--- src/tcc_pkg.sv ---
// Constants and types for the two-wire client command and status block
package tcc_pkg;
  // Register offsets
  localparam logic [3:0] OFF_CTLA = 4'h9;
  localparam logic [3:0] OFF_CMDC = 4'hA;
  localparam logic [3:0] OFF_STAT = 4'hB;
  localparam logic [3:0] OFF_OWN = 4'hC;
  localparam logic [3:0] OFF_DATA = 4'hD;
  // Reset values and the control A write mask
  localparam logic [7:0] RST_REG = 8'h00;
  localparam logic [2:0] RST_SYNC = 3'h7;
  localparam logic [3:0] RST_CNT = 4'h0;
  localparam logic [7:0] CTLA_MASK = 8'hE7;
  // Control A bit positions
  localparam int B_EN = 0;
  localparam int B_SMART = 1;
  localparam int B_PERM = 2;
  localparam int B_STOPIE = 5;
  // Command control bit positions and commands
  localparam int B_ACK = 2;
  localparam logic [1:0] CMD_NOP = 2'h0;
  localparam logic [1:0] CMD_DONE = 2'h2;
  localparam logic [1:0] CMD_RESP = 2'h3;
  // Status bit positions
  localparam int B_DIF = 7;
  localparam int B_ADDR_STOP_EVENT_FLAG = 6;
  localparam int B_COLLISION_FLAG = 3;
  localparam int B_BERR = 2;
  // Bits per byte and the general call address
  localparam logic [3:0] BITS_BYTE = 4'h8;
  localparam logic [6:0] GCALL_ADDR = 7'h00;

  typedef enum logic [6:0] {
    ST_IDLE = 7'h01,
    ST_ADDR = 7'h02,
    ST_RX = 7'h04,
    ST_ACKO = 7'h08,
    ST_TX = 7'h10,
    ST_TACK = 7'h20,
    ST_WAIT = 7'h40
  } tcc_state_t;

  typedef struct packed {
    logic data_event_flag;
    logic addr_stop_event_flag;
    logic hold;
    logic host_ack_received;
    logic collision_flag;
    logic berr;
    logic dir;
    logic ap;
  } tcc_status_t;
endpackage : tcc_pkg
--- src/tcc_client.sv ---
// Two-wire bus client: command, status, address registers and byte engine
// Contract
// - Smart mode: data read performs acknowledge action
// - Data register write never performs acknowledge
// - Ack select 0 sends ACK, 1 NACK
// - Command field is strobe, reads zero, 0 idle
// - Command 2 ends transaction, waits for start
// - Command 3 on address: ack, then data event
// - Command 3 on write data: ack, next byte
// - Ack select updates before same-write command
// - Data flag set on byte end or read address ack
// - Data access or nonzero command clears both events
// - Address flag set on address match or stop
// - Data and address-match events hold clock low, bit 5 shows it
// - Bit 4 holds last host acknowledge bit
// - Failed high data bit sets collision flag
// - Blocked NACK after match sets collision, address
// - Collision clears by writing one or start
// - Start/stop protocol violation sets bus error
// - Direction bit holds last address read/write bit
// - Cause bit: 0 stop, 1 address
// - Own address upper seven; bit 0 general call
// - Smart mode: write continues when sending data, read at any other wait; both clear event
//
// The strobed register port was chosen for this implementation.
`timescale 1ns/10ps
module tcc_client (
  // Clock and reset
  input wire logic clk_in,
  input wire logic rst_in,
  // Register port
  input wire logic [3:0] addr_in,
  input wire logic [7:0] wdata_in,
  input wire logic wr_in,
  input wire logic rd_in,
  output logic [7:0] rdata_out,
  // Serial clock pin
  input wire logic scl_in,
  output logic scl_out,
  output logic scl_oe_out,
  // Serial data pin
  input wire logic sda_in,
  output logic sda_out,
  output logic sda_oe_out
);

  function automatic logic hit(input logic [3:0] a, input logic [3:0] off);
    return a == off;
  endfunction : hit

  tcc_pkg::tcc_state_t st_r;
  tcc_pkg::tcc_state_t st_nxt;
  tcc_pkg::tcc_state_t tgt_r;
  tcc_pkg::tcc_state_t tgt_nxt;
  tcc_pkg::tcc_status_t stat_r;
  logic [2:0] scl_q;
  logic [2:0] sda_q;
  logic [7:0] ctla_r;
  logic [7:0] own_r;
  logic [7:0] data_r;
  logic [7:0] sh_r;
  logic [7:0] sh_nxt;
  logic [7:0] rd_mux;
  logic [3:0] cnt_r;
  logic [3:0] cnt_nxt;
  logic ack_r;
  logic nack_r;
  logic nack_nxt;
  logic wk_addr_r;
  logic wk_addr_nxt;
  logic abort_r;
  logic abort_nxt;
  logic addressed_r;
  logic dif_set;
  logic addr_stop_event_flag_adr;
  logic addr_stop_event_flag_stop;
  logic collision_flag_set;
  logic berr_set;
  logic dir_ld;
  logic host_ack_received_ld;
  logic sda_drv_nxt;

  // Pin edge and condition decode
  wire scl_s = scl_q[1];
  wire scl_p = scl_q[2];
  wire sda_s = sda_q[1];
  wire sda_p = sda_q[2];
  wire scl_rise = scl_s & ~scl_p;
  wire scl_fall = ~scl_s & scl_p;
  // Oversampled detection; clk must run at least 4x the serial clock
  wire start_det = scl_s & scl_p & sda_p & ~sda_s;
  wire stop_det = scl_s & scl_p & ~sda_p & sda_s;

  // Register access decode
  wire wr_ctla = wr_in & hit(addr_in, tcc_pkg::OFF_CTLA);
  wire wr_cmdc = wr_in & hit(addr_in, tcc_pkg::OFF_CMDC);
  wire wr_stat = wr_in & hit(addr_in, tcc_pkg::OFF_STAT);
  wire wr_own = wr_in & hit(addr_in, tcc_pkg::OFF_OWN);
  wire data_wr = wr_in & hit(addr_in, tcc_pkg::OFF_DATA);
  wire data_rd = rd_in & hit(addr_in, tcc_pkg::OFF_DATA);
  wire [1:0] cmd = wdata_in[1:0];
  wire cmd_wr = wr_cmdc & (cmd != tcc_pkg::CMD_NOP);
  wire cmd_done = wr_cmdc & (cmd == tcc_pkg::CMD_DONE);
  wire cmd_resp = wr_cmdc & (cmd == tcc_pkg::CMD_RESP);
  // Ack select written with a command is used by that command
  wire ack_eff = wr_cmdc ? wdata_in[tcc_pkg::B_ACK] : ack_r;
  wire smart = ctla_r[tcc_pkg::B_SMART];
  wire in_wait = st_r == tcc_pkg::ST_WAIT;
  wire rd_phase = stat_r.dir & ~wk_addr_r;
  wire clr_ev = data_rd | data_wr | cmd_wr;

  // Continuation requests while the clock is held
  wire ack_go = in_wait & ~rd_phase & (cmd_resp | (smart & data_rd));
  wire tx_go = in_wait & rd_phase & (cmd_resp | (smart & data_wr));
  wire done_go = in_wait & cmd_done;

  // Own address, general call and permissive match
  wire [6:0] rx_adr = sh_r[7:1];
  wire own_hit = rx_adr == own_r[7:1];
  wire gc_hit = own_r[0] & (rx_adr == tcc_pkg::GCALL_ADDR);
  wire addr_hit = ctla_r[tcc_pkg::B_PERM] | own_hit | gc_hit;
  // First rise of a received byte may be a legal repeated start or stop
  wire mid_byte = ((st_r == tcc_pkg::ST_TX || st_r == tcc_pkg::ST_ADDR) && cnt_r != 4'h0) ||
                  (st_r == tcc_pkg::ST_RX && cnt_r > 4'h1);
  // Stop after at most one clock pulse following a start
  wire bare_start = st_r == tcc_pkg::ST_ADDR && cnt_r <= 4'h1;

  // Byte engine
  always_comb begin
    st_nxt = st_r;
    tgt_nxt = tgt_r;
    cnt_nxt = cnt_r;
    sh_nxt = sh_r;
    nack_nxt = nack_r;
    wk_addr_nxt = wk_addr_r;
    abort_nxt = abort_r;
    dif_set = 1'h0;
    addr_stop_event_flag_adr = 1'h0;
    addr_stop_event_flag_stop = 1'h0;
    collision_flag_set = 1'h0;
    berr_set = 1'h0;
    dir_ld = 1'h0;
    host_ack_received_ld = 1'h0;
    case (st_r)
      tcc_pkg::ST_IDLE: begin
        cnt_nxt = tcc_pkg::RST_CNT;
      end
      tcc_pkg::ST_ADDR, tcc_pkg::ST_RX: begin
        if (scl_rise && cnt_r < tcc_pkg::BITS_BYTE) begin
          sh_nxt = {sh_r[6:0], sda_s};
          cnt_nxt = cnt_r + 4'h1;
        end else if (scl_fall && cnt_r == tcc_pkg::BITS_BYTE) begin
          cnt_nxt = tcc_pkg::RST_CNT;
          if (st_r == tcc_pkg::ST_RX) begin
            dif_set = 1'h1;
            st_nxt = tcc_pkg::ST_WAIT;
            wk_addr_nxt = 1'h0;
          end else if (addr_hit) begin
            addr_stop_event_flag_adr = 1'h1;
            dir_ld = 1'h1;
            st_nxt = tcc_pkg::ST_WAIT;
            wk_addr_nxt = 1'h1;
          end else begin
            st_nxt = tcc_pkg::ST_IDLE;
          end
        end
      end
      tcc_pkg::ST_ACKO: begin
        if (scl_rise) begin
          cnt_nxt = 4'h1;
          collision_flag_set = nack_r & ~sda_s;
          addr_stop_event_flag_adr = nack_r & ~sda_s & wk_addr_r;
        end else if (scl_fall && cnt_r != 4'h0) begin
          cnt_nxt = tcc_pkg::RST_CNT;
          st_nxt = tgt_r;
          dif_set = tgt_r == tcc_pkg::ST_WAIT;
          wk_addr_nxt = 1'h0;
        end
      end
      tcc_pkg::ST_TX: begin
        if (scl_rise && sh_r[7] && !abort_r && !sda_s) begin
          collision_flag_set = 1'h1;
          abort_nxt = 1'h1;
        end else if (scl_fall) begin
          sh_nxt = {sh_r[6:0], 1'h1};
          cnt_nxt = cnt_r + 4'h1;
          if (cnt_r == tcc_pkg::BITS_BYTE - 4'h1) begin
            st_nxt = tcc_pkg::ST_TACK;
            cnt_nxt = tcc_pkg::RST_CNT;
          end
        end
      end
      tcc_pkg::ST_TACK: begin
        if (scl_rise) begin
          host_ack_received_ld = 1'h1;
          cnt_nxt = 4'h1;
        end else if (scl_fall && cnt_r != 4'h0) begin
          cnt_nxt = tcc_pkg::RST_CNT;
          dif_set = 1'h1;
          st_nxt = tcc_pkg::ST_WAIT;
          wk_addr_nxt = 1'h0;
        end
      end
      tcc_pkg::ST_WAIT: begin
        if (ack_go || (done_go && !stat_r.dir)) begin
          st_nxt = tcc_pkg::ST_ACKO;
          cnt_nxt = tcc_pkg::RST_CNT;
          nack_nxt = ack_eff;
          if (done_go) begin
            tgt_nxt = tcc_pkg::ST_IDLE;
          end else if (stat_r.dir) begin
            tgt_nxt = tcc_pkg::ST_WAIT;
          end else begin
            tgt_nxt = tcc_pkg::ST_RX;
          end
        end else if (tx_go) begin
          st_nxt = tcc_pkg::ST_TX;
          cnt_nxt = tcc_pkg::RST_CNT;
          abort_nxt = 1'h0;
          sh_nxt = data_wr ? wdata_in : data_r;
        end else if (done_go) begin
          st_nxt = tcc_pkg::ST_IDLE;
        end
      end
      default: begin
        st_nxt = tcc_pkg::ST_IDLE;
      end
    endcase
    if (start_det) begin
      berr_set = mid_byte;
      st_nxt = tcc_pkg::ST_ADDR;
      cnt_nxt = tcc_pkg::RST_CNT;
    end else if (stop_det) begin
      berr_set = mid_byte | bare_start;
      addr_stop_event_flag_stop = addressed_r & ctla_r[tcc_pkg::B_STOPIE];
      st_nxt = tcc_pkg::ST_IDLE;
    end
    if (!ctla_r[tcc_pkg::B_EN]) begin
      st_nxt = tcc_pkg::ST_IDLE;
    end
  end

  // Pin drive: ack bit, or a zero data bit when not aborted
  assign sda_drv_nxt = (st_nxt == tcc_pkg::ST_ACKO && !nack_nxt) ||
                       (st_nxt == tcc_pkg::ST_TX && !sh_nxt[7] && !abort_nxt);
  assign scl_out = 1'h0;
  assign sda_out = 1'h0;
  assign scl_oe_out = stat_r.hold;

  // Read selection
  assign rd_mux = hit(addr_in, tcc_pkg::OFF_CTLA) ? ctla_r :
                  hit(addr_in, tcc_pkg::OFF_CMDC) ? {5'h00, ack_r, 2'h0} :
                  hit(addr_in, tcc_pkg::OFF_STAT) ? stat_r :
                  hit(addr_in, tcc_pkg::OFF_OWN) ? own_r :
                  hit(addr_in, tcc_pkg::OFF_DATA) ? data_r : 8'h00;

  // Input synchronisers
  always_ff @(posedge clk_in) begin
    if (rst_in) begin
      scl_q <= tcc_pkg::RST_SYNC;
      sda_q <= tcc_pkg::RST_SYNC;
    end else begin
      scl_q <= {scl_q[1:0], scl_in};
      sda_q <= {sda_q[1:0], sda_in};
    end
  end

  // Engine state
  always_ff @(posedge clk_in) begin
    if (rst_in) begin
      st_r <= tcc_pkg::ST_IDLE;
      tgt_r <= tcc_pkg::ST_IDLE;
      cnt_r <= tcc_pkg::RST_CNT;
      sh_r <= tcc_pkg::RST_REG;
      nack_r <= 1'h0;
      wk_addr_r <= 1'h0;
      abort_r <= 1'h0;
      sda_oe_out <= 1'h0;
    end else begin
      st_r <= st_nxt;
      tgt_r <= tgt_nxt;
      cnt_r <= cnt_nxt;
      sh_r <= sh_nxt;
      nack_r <= nack_nxt;
      wk_addr_r <= wk_addr_nxt;
      abort_r <= abort_nxt;
      sda_oe_out <= sda_drv_nxt;
    end
  end

  // Software registers
  always_ff @(posedge clk_in) begin
    if (rst_in) begin
      ctla_r <= tcc_pkg::RST_REG;
      own_r <= tcc_pkg::RST_REG;
      data_r <= tcc_pkg::RST_REG;
      ack_r <= 1'h0;
      rdata_out <= tcc_pkg::RST_REG;
    end else begin
      ctla_r <= wr_ctla ? (wdata_in & tcc_pkg::CTLA_MASK) : ctla_r;
      own_r <= wr_own ? wdata_in : own_r;
      ack_r <= wr_cmdc ? wdata_in[tcc_pkg::B_ACK] : ack_r;
      if (dif_set && st_r == tcc_pkg::ST_RX) begin
        data_r <= sh_r;
      end else if (data_wr) begin
        data_r <= wdata_in;
      end
      rdata_out <= rd_in ? rd_mux : tcc_pkg::RST_REG;
    end
  end

  // Status flags; a set in the same cycle as a clear wins
  always_ff @(posedge clk_in) begin
    if (rst_in) begin
      stat_r <= tcc_pkg::RST_REG;
      addressed_r <= 1'h0;
    end else begin
      stat_r.data_event_flag <= dif_set | (stat_r.data_event_flag & ~clr_ev & ~(wr_stat & wdata_in[tcc_pkg::B_DIF]));
      stat_r.addr_stop_event_flag <= addr_stop_event_flag_adr | addr_stop_event_flag_stop |
                     (stat_r.addr_stop_event_flag & ~clr_ev & ~(wr_stat & wdata_in[tcc_pkg::B_ADDR_STOP_EVENT_FLAG]));
      stat_r.hold <= st_nxt == tcc_pkg::ST_WAIT;
      stat_r.host_ack_received <= host_ack_received_ld ? sda_s : stat_r.host_ack_received;
      stat_r.collision_flag <= collision_flag_set | (stat_r.collision_flag & ~start_det & ~(wr_stat & wdata_in[tcc_pkg::B_COLLISION_FLAG]));
      stat_r.berr <= berr_set | (stat_r.berr & ~(wr_stat & wdata_in[tcc_pkg::B_BERR]));
      stat_r.dir <= dir_ld ? sh_r[0] : stat_r.dir;
      stat_r.ap <= addr_stop_event_flag_adr ? 1'h1 : (addr_stop_event_flag_stop ? 1'h0 : stat_r.ap);
      addressed_r <= addr_stop_event_flag_adr | (addressed_r & ~start_det & ~stop_det);
    end
  end

  wire quiet = ctla_r[tcc_pkg::B_EN] & ~start_det & ~stop_det;
endmodule : tcc_client

--- config.mk ---
export PLATFORM = sky130hd
export DESIGN_NAME = tcc_client
export DESIGN_NICKNAME = d
export VERILOG_FILES = /design/src/tcc_pkg.sv /design/src/tcc_client.sv
export SDC_FILE = /design/constraint.sdc
export NUM_CORES = 1
export LEC_CHECK = 0
export ABC_AREA = 1
export BUFFER_PORTS_ARGS = -buffer_cell sky130_fd_sc_hd__clkbuf_2
export CAP_MARGIN = 20
export CELL_PAD_IN_SITES_DETAIL_PLACEMENT = 2
export CELL_PAD_IN_SITES_GLOBAL_PLACEMENT = 2
export CORE_UTILIZATION = 37
export DETAILED_ROUTE_END_ITERATION = 10
export PLACE_DENSITY = 0.85
export SYNTH_ARGS = -nofsm -noshare
export SYNTH_HDL_FRONTEND = slang
export SYNTH_SLANG_ARGS = --single-unit
--- constraint.sdc ---
create_clock -name clk_in -period 4.3 [get_ports clk_in]
set_clock_uncertainty 0.2 [all_clocks]
set_input_delay 0.86 -clock clk_in [delete_from_list [all_inputs] [get_ports clk_in]]
set_output_delay 0.86 -clock clk_in [all_outputs]
set_load 0.02 [all_outputs]
==> out/qor.csv <==
stage,metric,value,unit
global_route,grt met1 use,0.346,
placement,Final HPWL DP,10800,µm
synthesis,cells after synthesis,568,
min_path,hold crit path type,register to register,
floorplan,Core Box Area,10300,µm²
synthesis,Ys Warns,0,
global_route,vias in the first global route,4320,
synthesis,Yosys cell types,43,
clocking,number of H-tree levels,3,
floorplan,IO Count,30,
sta,TNS Setup,0,ns
global_route,met3 global-route usage,0.0393,
detailed_routing,# DRC,0,
worst_setup_path,CP arrival,2.95,ns
global_route,All-Layer GR Usage,0.280,
sta,fmax,350,MHz
placement,Post-Place Cells,718,
sta,final critical-path share of the clock period,0.664,
placement,Port Buffers,27,
clocking,Post-CTS Setup Inserts,0,
detailed_routing,Vias per Instance,5.42,
job,max-cap violation count,0,
clocking,Sink Count,72,
global_route,busiest layer in global routing,met2,
power,worst vdd ir,0.000168,V
worst_setup_path,Worst Setup Path Type,input pin to register,
detailed_routing,vias,3978,
worst_setup_path,cell family with most CP delay,simple AND/OR/NAND/NOR gates,
global_route,met2 Usage GRT,0.489,
synthesis,Main synth FF type,dfxtp_1,
clocking,CTS resizes,0,
floorplan,initial core utilization,0.380,
synthesis,Synth Register Bits,72,
synthesis,synthesized area,3930,µm²
placement,dpl ws,1.08,ns
clocking,Clk Tree Root Cell,clkbuf_8,
detailed_routing,TritonRoute pass-1 iters,4,
power,leak pwr,1.87,nW
layout,Fillers,1247,
sta,Final Critical Period,2.86,ns
detailed_routing,routed length per instance,19.7,µm
clocking,cts bufs inserted,9,
sta,setup slack after layout,1.44,ns
global_route,initial antenna violation count,0,
synthesis,Area contributors post-synth,"dfxtp_1, nand2_1, inv_1, o21ai_0, a21oi_1",
global_route,largest net degree at the start of global routing,29,
clocking,clk buf depth,2,
clocking,clock-pin slew on the worst setup and hold paths,0.08,ns
synthesis,Post-Syn Area per Cell,6.91,µm²
detailed_routing,Initial DRC Count,141,
floorplan,die width,105,µm
placement,routability congestion estimate from global placement,0.855,
worst_setup_path,Crit-path slowest cell,nor3b_4,
worst_setup_path,CP Launch Type,input pin,
power,Pwr Total,1.45,mW
layout,share of cells above drive strength 1,0.162,
sta,slew margin rel.,0.321,
sta,unrepaired setup endpoints after global routing,false,
worst_setup_path,CP max stage delay,0.54,ns
detailed_routing,Routed WL,14400,µm
layout,Area Growth Syn to Fin,12.5,%
worst_setup_path,CP Capture Type,register,
clocking,CTS tree,done,
synthesis,register area share after synthesis,0.367,
layout,most frequent cells in the layout,"nand2_1, inv_1, dfxtp_1, o21ai_0, nor2_1",
global_route,first-pass GRT wire length,23600,µm
floorplan,Core Rows,37,
layout,Nets,615,
synthesis,Synth top area share,0.367,
layout,final cell count without fillers,734,
status,outcome,"finished, final reports clean",
worst_setup_path,worst path bufs/invs,2,
layout,# diodes,0,
synthesis,asr flop ratio synth,0,
clocking,clk_lat worst skew,0.37,ns
sta,final hold vios,0,
power,power per cell area,329,nW/µm²
worst_setup_path,Worst Path Required,4.39,ns
synthesis,Synth area leader,dfxtp_1,
worst_setup_path,crit-path max FO,14,
layout,"commonest non-fill, non-tap cell in the layout",nand2_1,
worst_setup_path,CP cell instances,clkbuf_2 -> inv_2 -> nand2_1 -> nor2_2 -> nand3_1 -> nand2_1 -> nand2_2 -> nand2_2 -> nor3b_4 -> o21ai_0 -> a31oi_1,
synthesis,Post-synth EDFFs,0,
sta,worst-margin pin slew,1.01,ns
global_route,remaining global-route overflow,0,
floorplan,area of the die,11000,µm²
sta,final number of setup-violating endpoints,0,
sta,max-slew violation count,0,
clocking,hold-fix buffer count after cts,0,
detailed_routing,post-route ant nets,0,
floorplan,die height,105,µm
sequential cells by signal, indices dropped and copies added (netlist names), 4 cells and up:
name / cells
stat_r: 7
cnt_r: 4
sh_r: 8
st_r: 7
ctla_r: 6
rdata_out: 8
data_r: 8
own_r: 8
cells in the mapped netlist, types with 3 or more instances:
cell and number:
nand2_2 6, or2_2 4, nand2_4 3, a21oi_2 4
nor2_2 12, nand3_1 35, buf_4 4, dfxtp_1 72
o211ai_1 8, nand4_1 8, xnor2_1 5, clkbuf_1 7
buf_2 4, inv_2 8, nor2_4 5, a21oi_1 40
nand2_1 125, nor3_1 8, nor2_1 44, a31oi_1 7
a221oi_1 5, ha_1 4, inv_1 74, o21ai_0 50
metrics by stage:
| step | hold WS [ns] | cell area, µm² | utilization |
|---|---|---|---|
| floorplan | 0.189 | 3930 | - |
| global placement | 0.196 | 4160 | 0.403 |
| detailed placement | 0.196 | 4160 | 0.403 |
| CTS | 0.215 | 4420 | 0.428 |
| global route | 0.225 | 4420 | 0.428 |
| finish | 0.212 | 4420 | 0.428 |
power breakdown:
part	switching (mW)	leakage (nW)	internal (mW)
clock	0.282	0.126	0.416
sequential	0.00463	0.582	0.672
combinational	0.0576	1.16	0.0202
total	0.344	1.87	1.11
layer usage:
layer | vias to the layer above | share of wire
li1 | 1902 | -
met1 | 1978 | 0.46
met2 | 72 | 0.49
met3 | 26 | 0.025
met4 | 0 | 0.025
met5 | - | 0
cells by family (layout without fill, tap and decap cells):
logic type | after synthesis | in the layout | synth area share
adders and majority gates | 4 | 4 | 0.0128
other | 1 | 2 | 0.000955
DFF | 72 | 72 | 0.367
xor gates and xnor gates | 7 | 7 | 0.0156
AOI/OAI and AO/OA | 128 | 128 | 0.191
and+or+nand+nor | 258 | 258 | 0.312
buffers and inverters | 98 | 127 | 0.101
path summary, 6_finish.rpt:
check | endpoint | cells past startpoint | start | slack, ns
worst max-delay path | sh_r[4] | 11 | addr_in[1] | 1.44
worst min-delay path | sda_q[1] | 1 | sda_q[0] | 0.21
worst max register to register | data_r[6] | 7 | cnt_r[0] | 1.72
worst min register to register | sda_q[1] | 1 | sda_q[0] | 0.21
area by class of cell:
cell class | instances | area [µm²] | share of cell area
tap | 136 | 170 | 0.0385
sequential | 72 | 1440 | 0.326
clock buffer | 11 | 151 | 0.0343
inverter | 82 | 308 | 0.0697
multi-input combinational | 399 | 2090 | 0.474
clock inverter | 5 | 103 | 0.0232
timing repair buffer | 29 | 150 | 0.0340
Power figures use the tool's default switching activity.
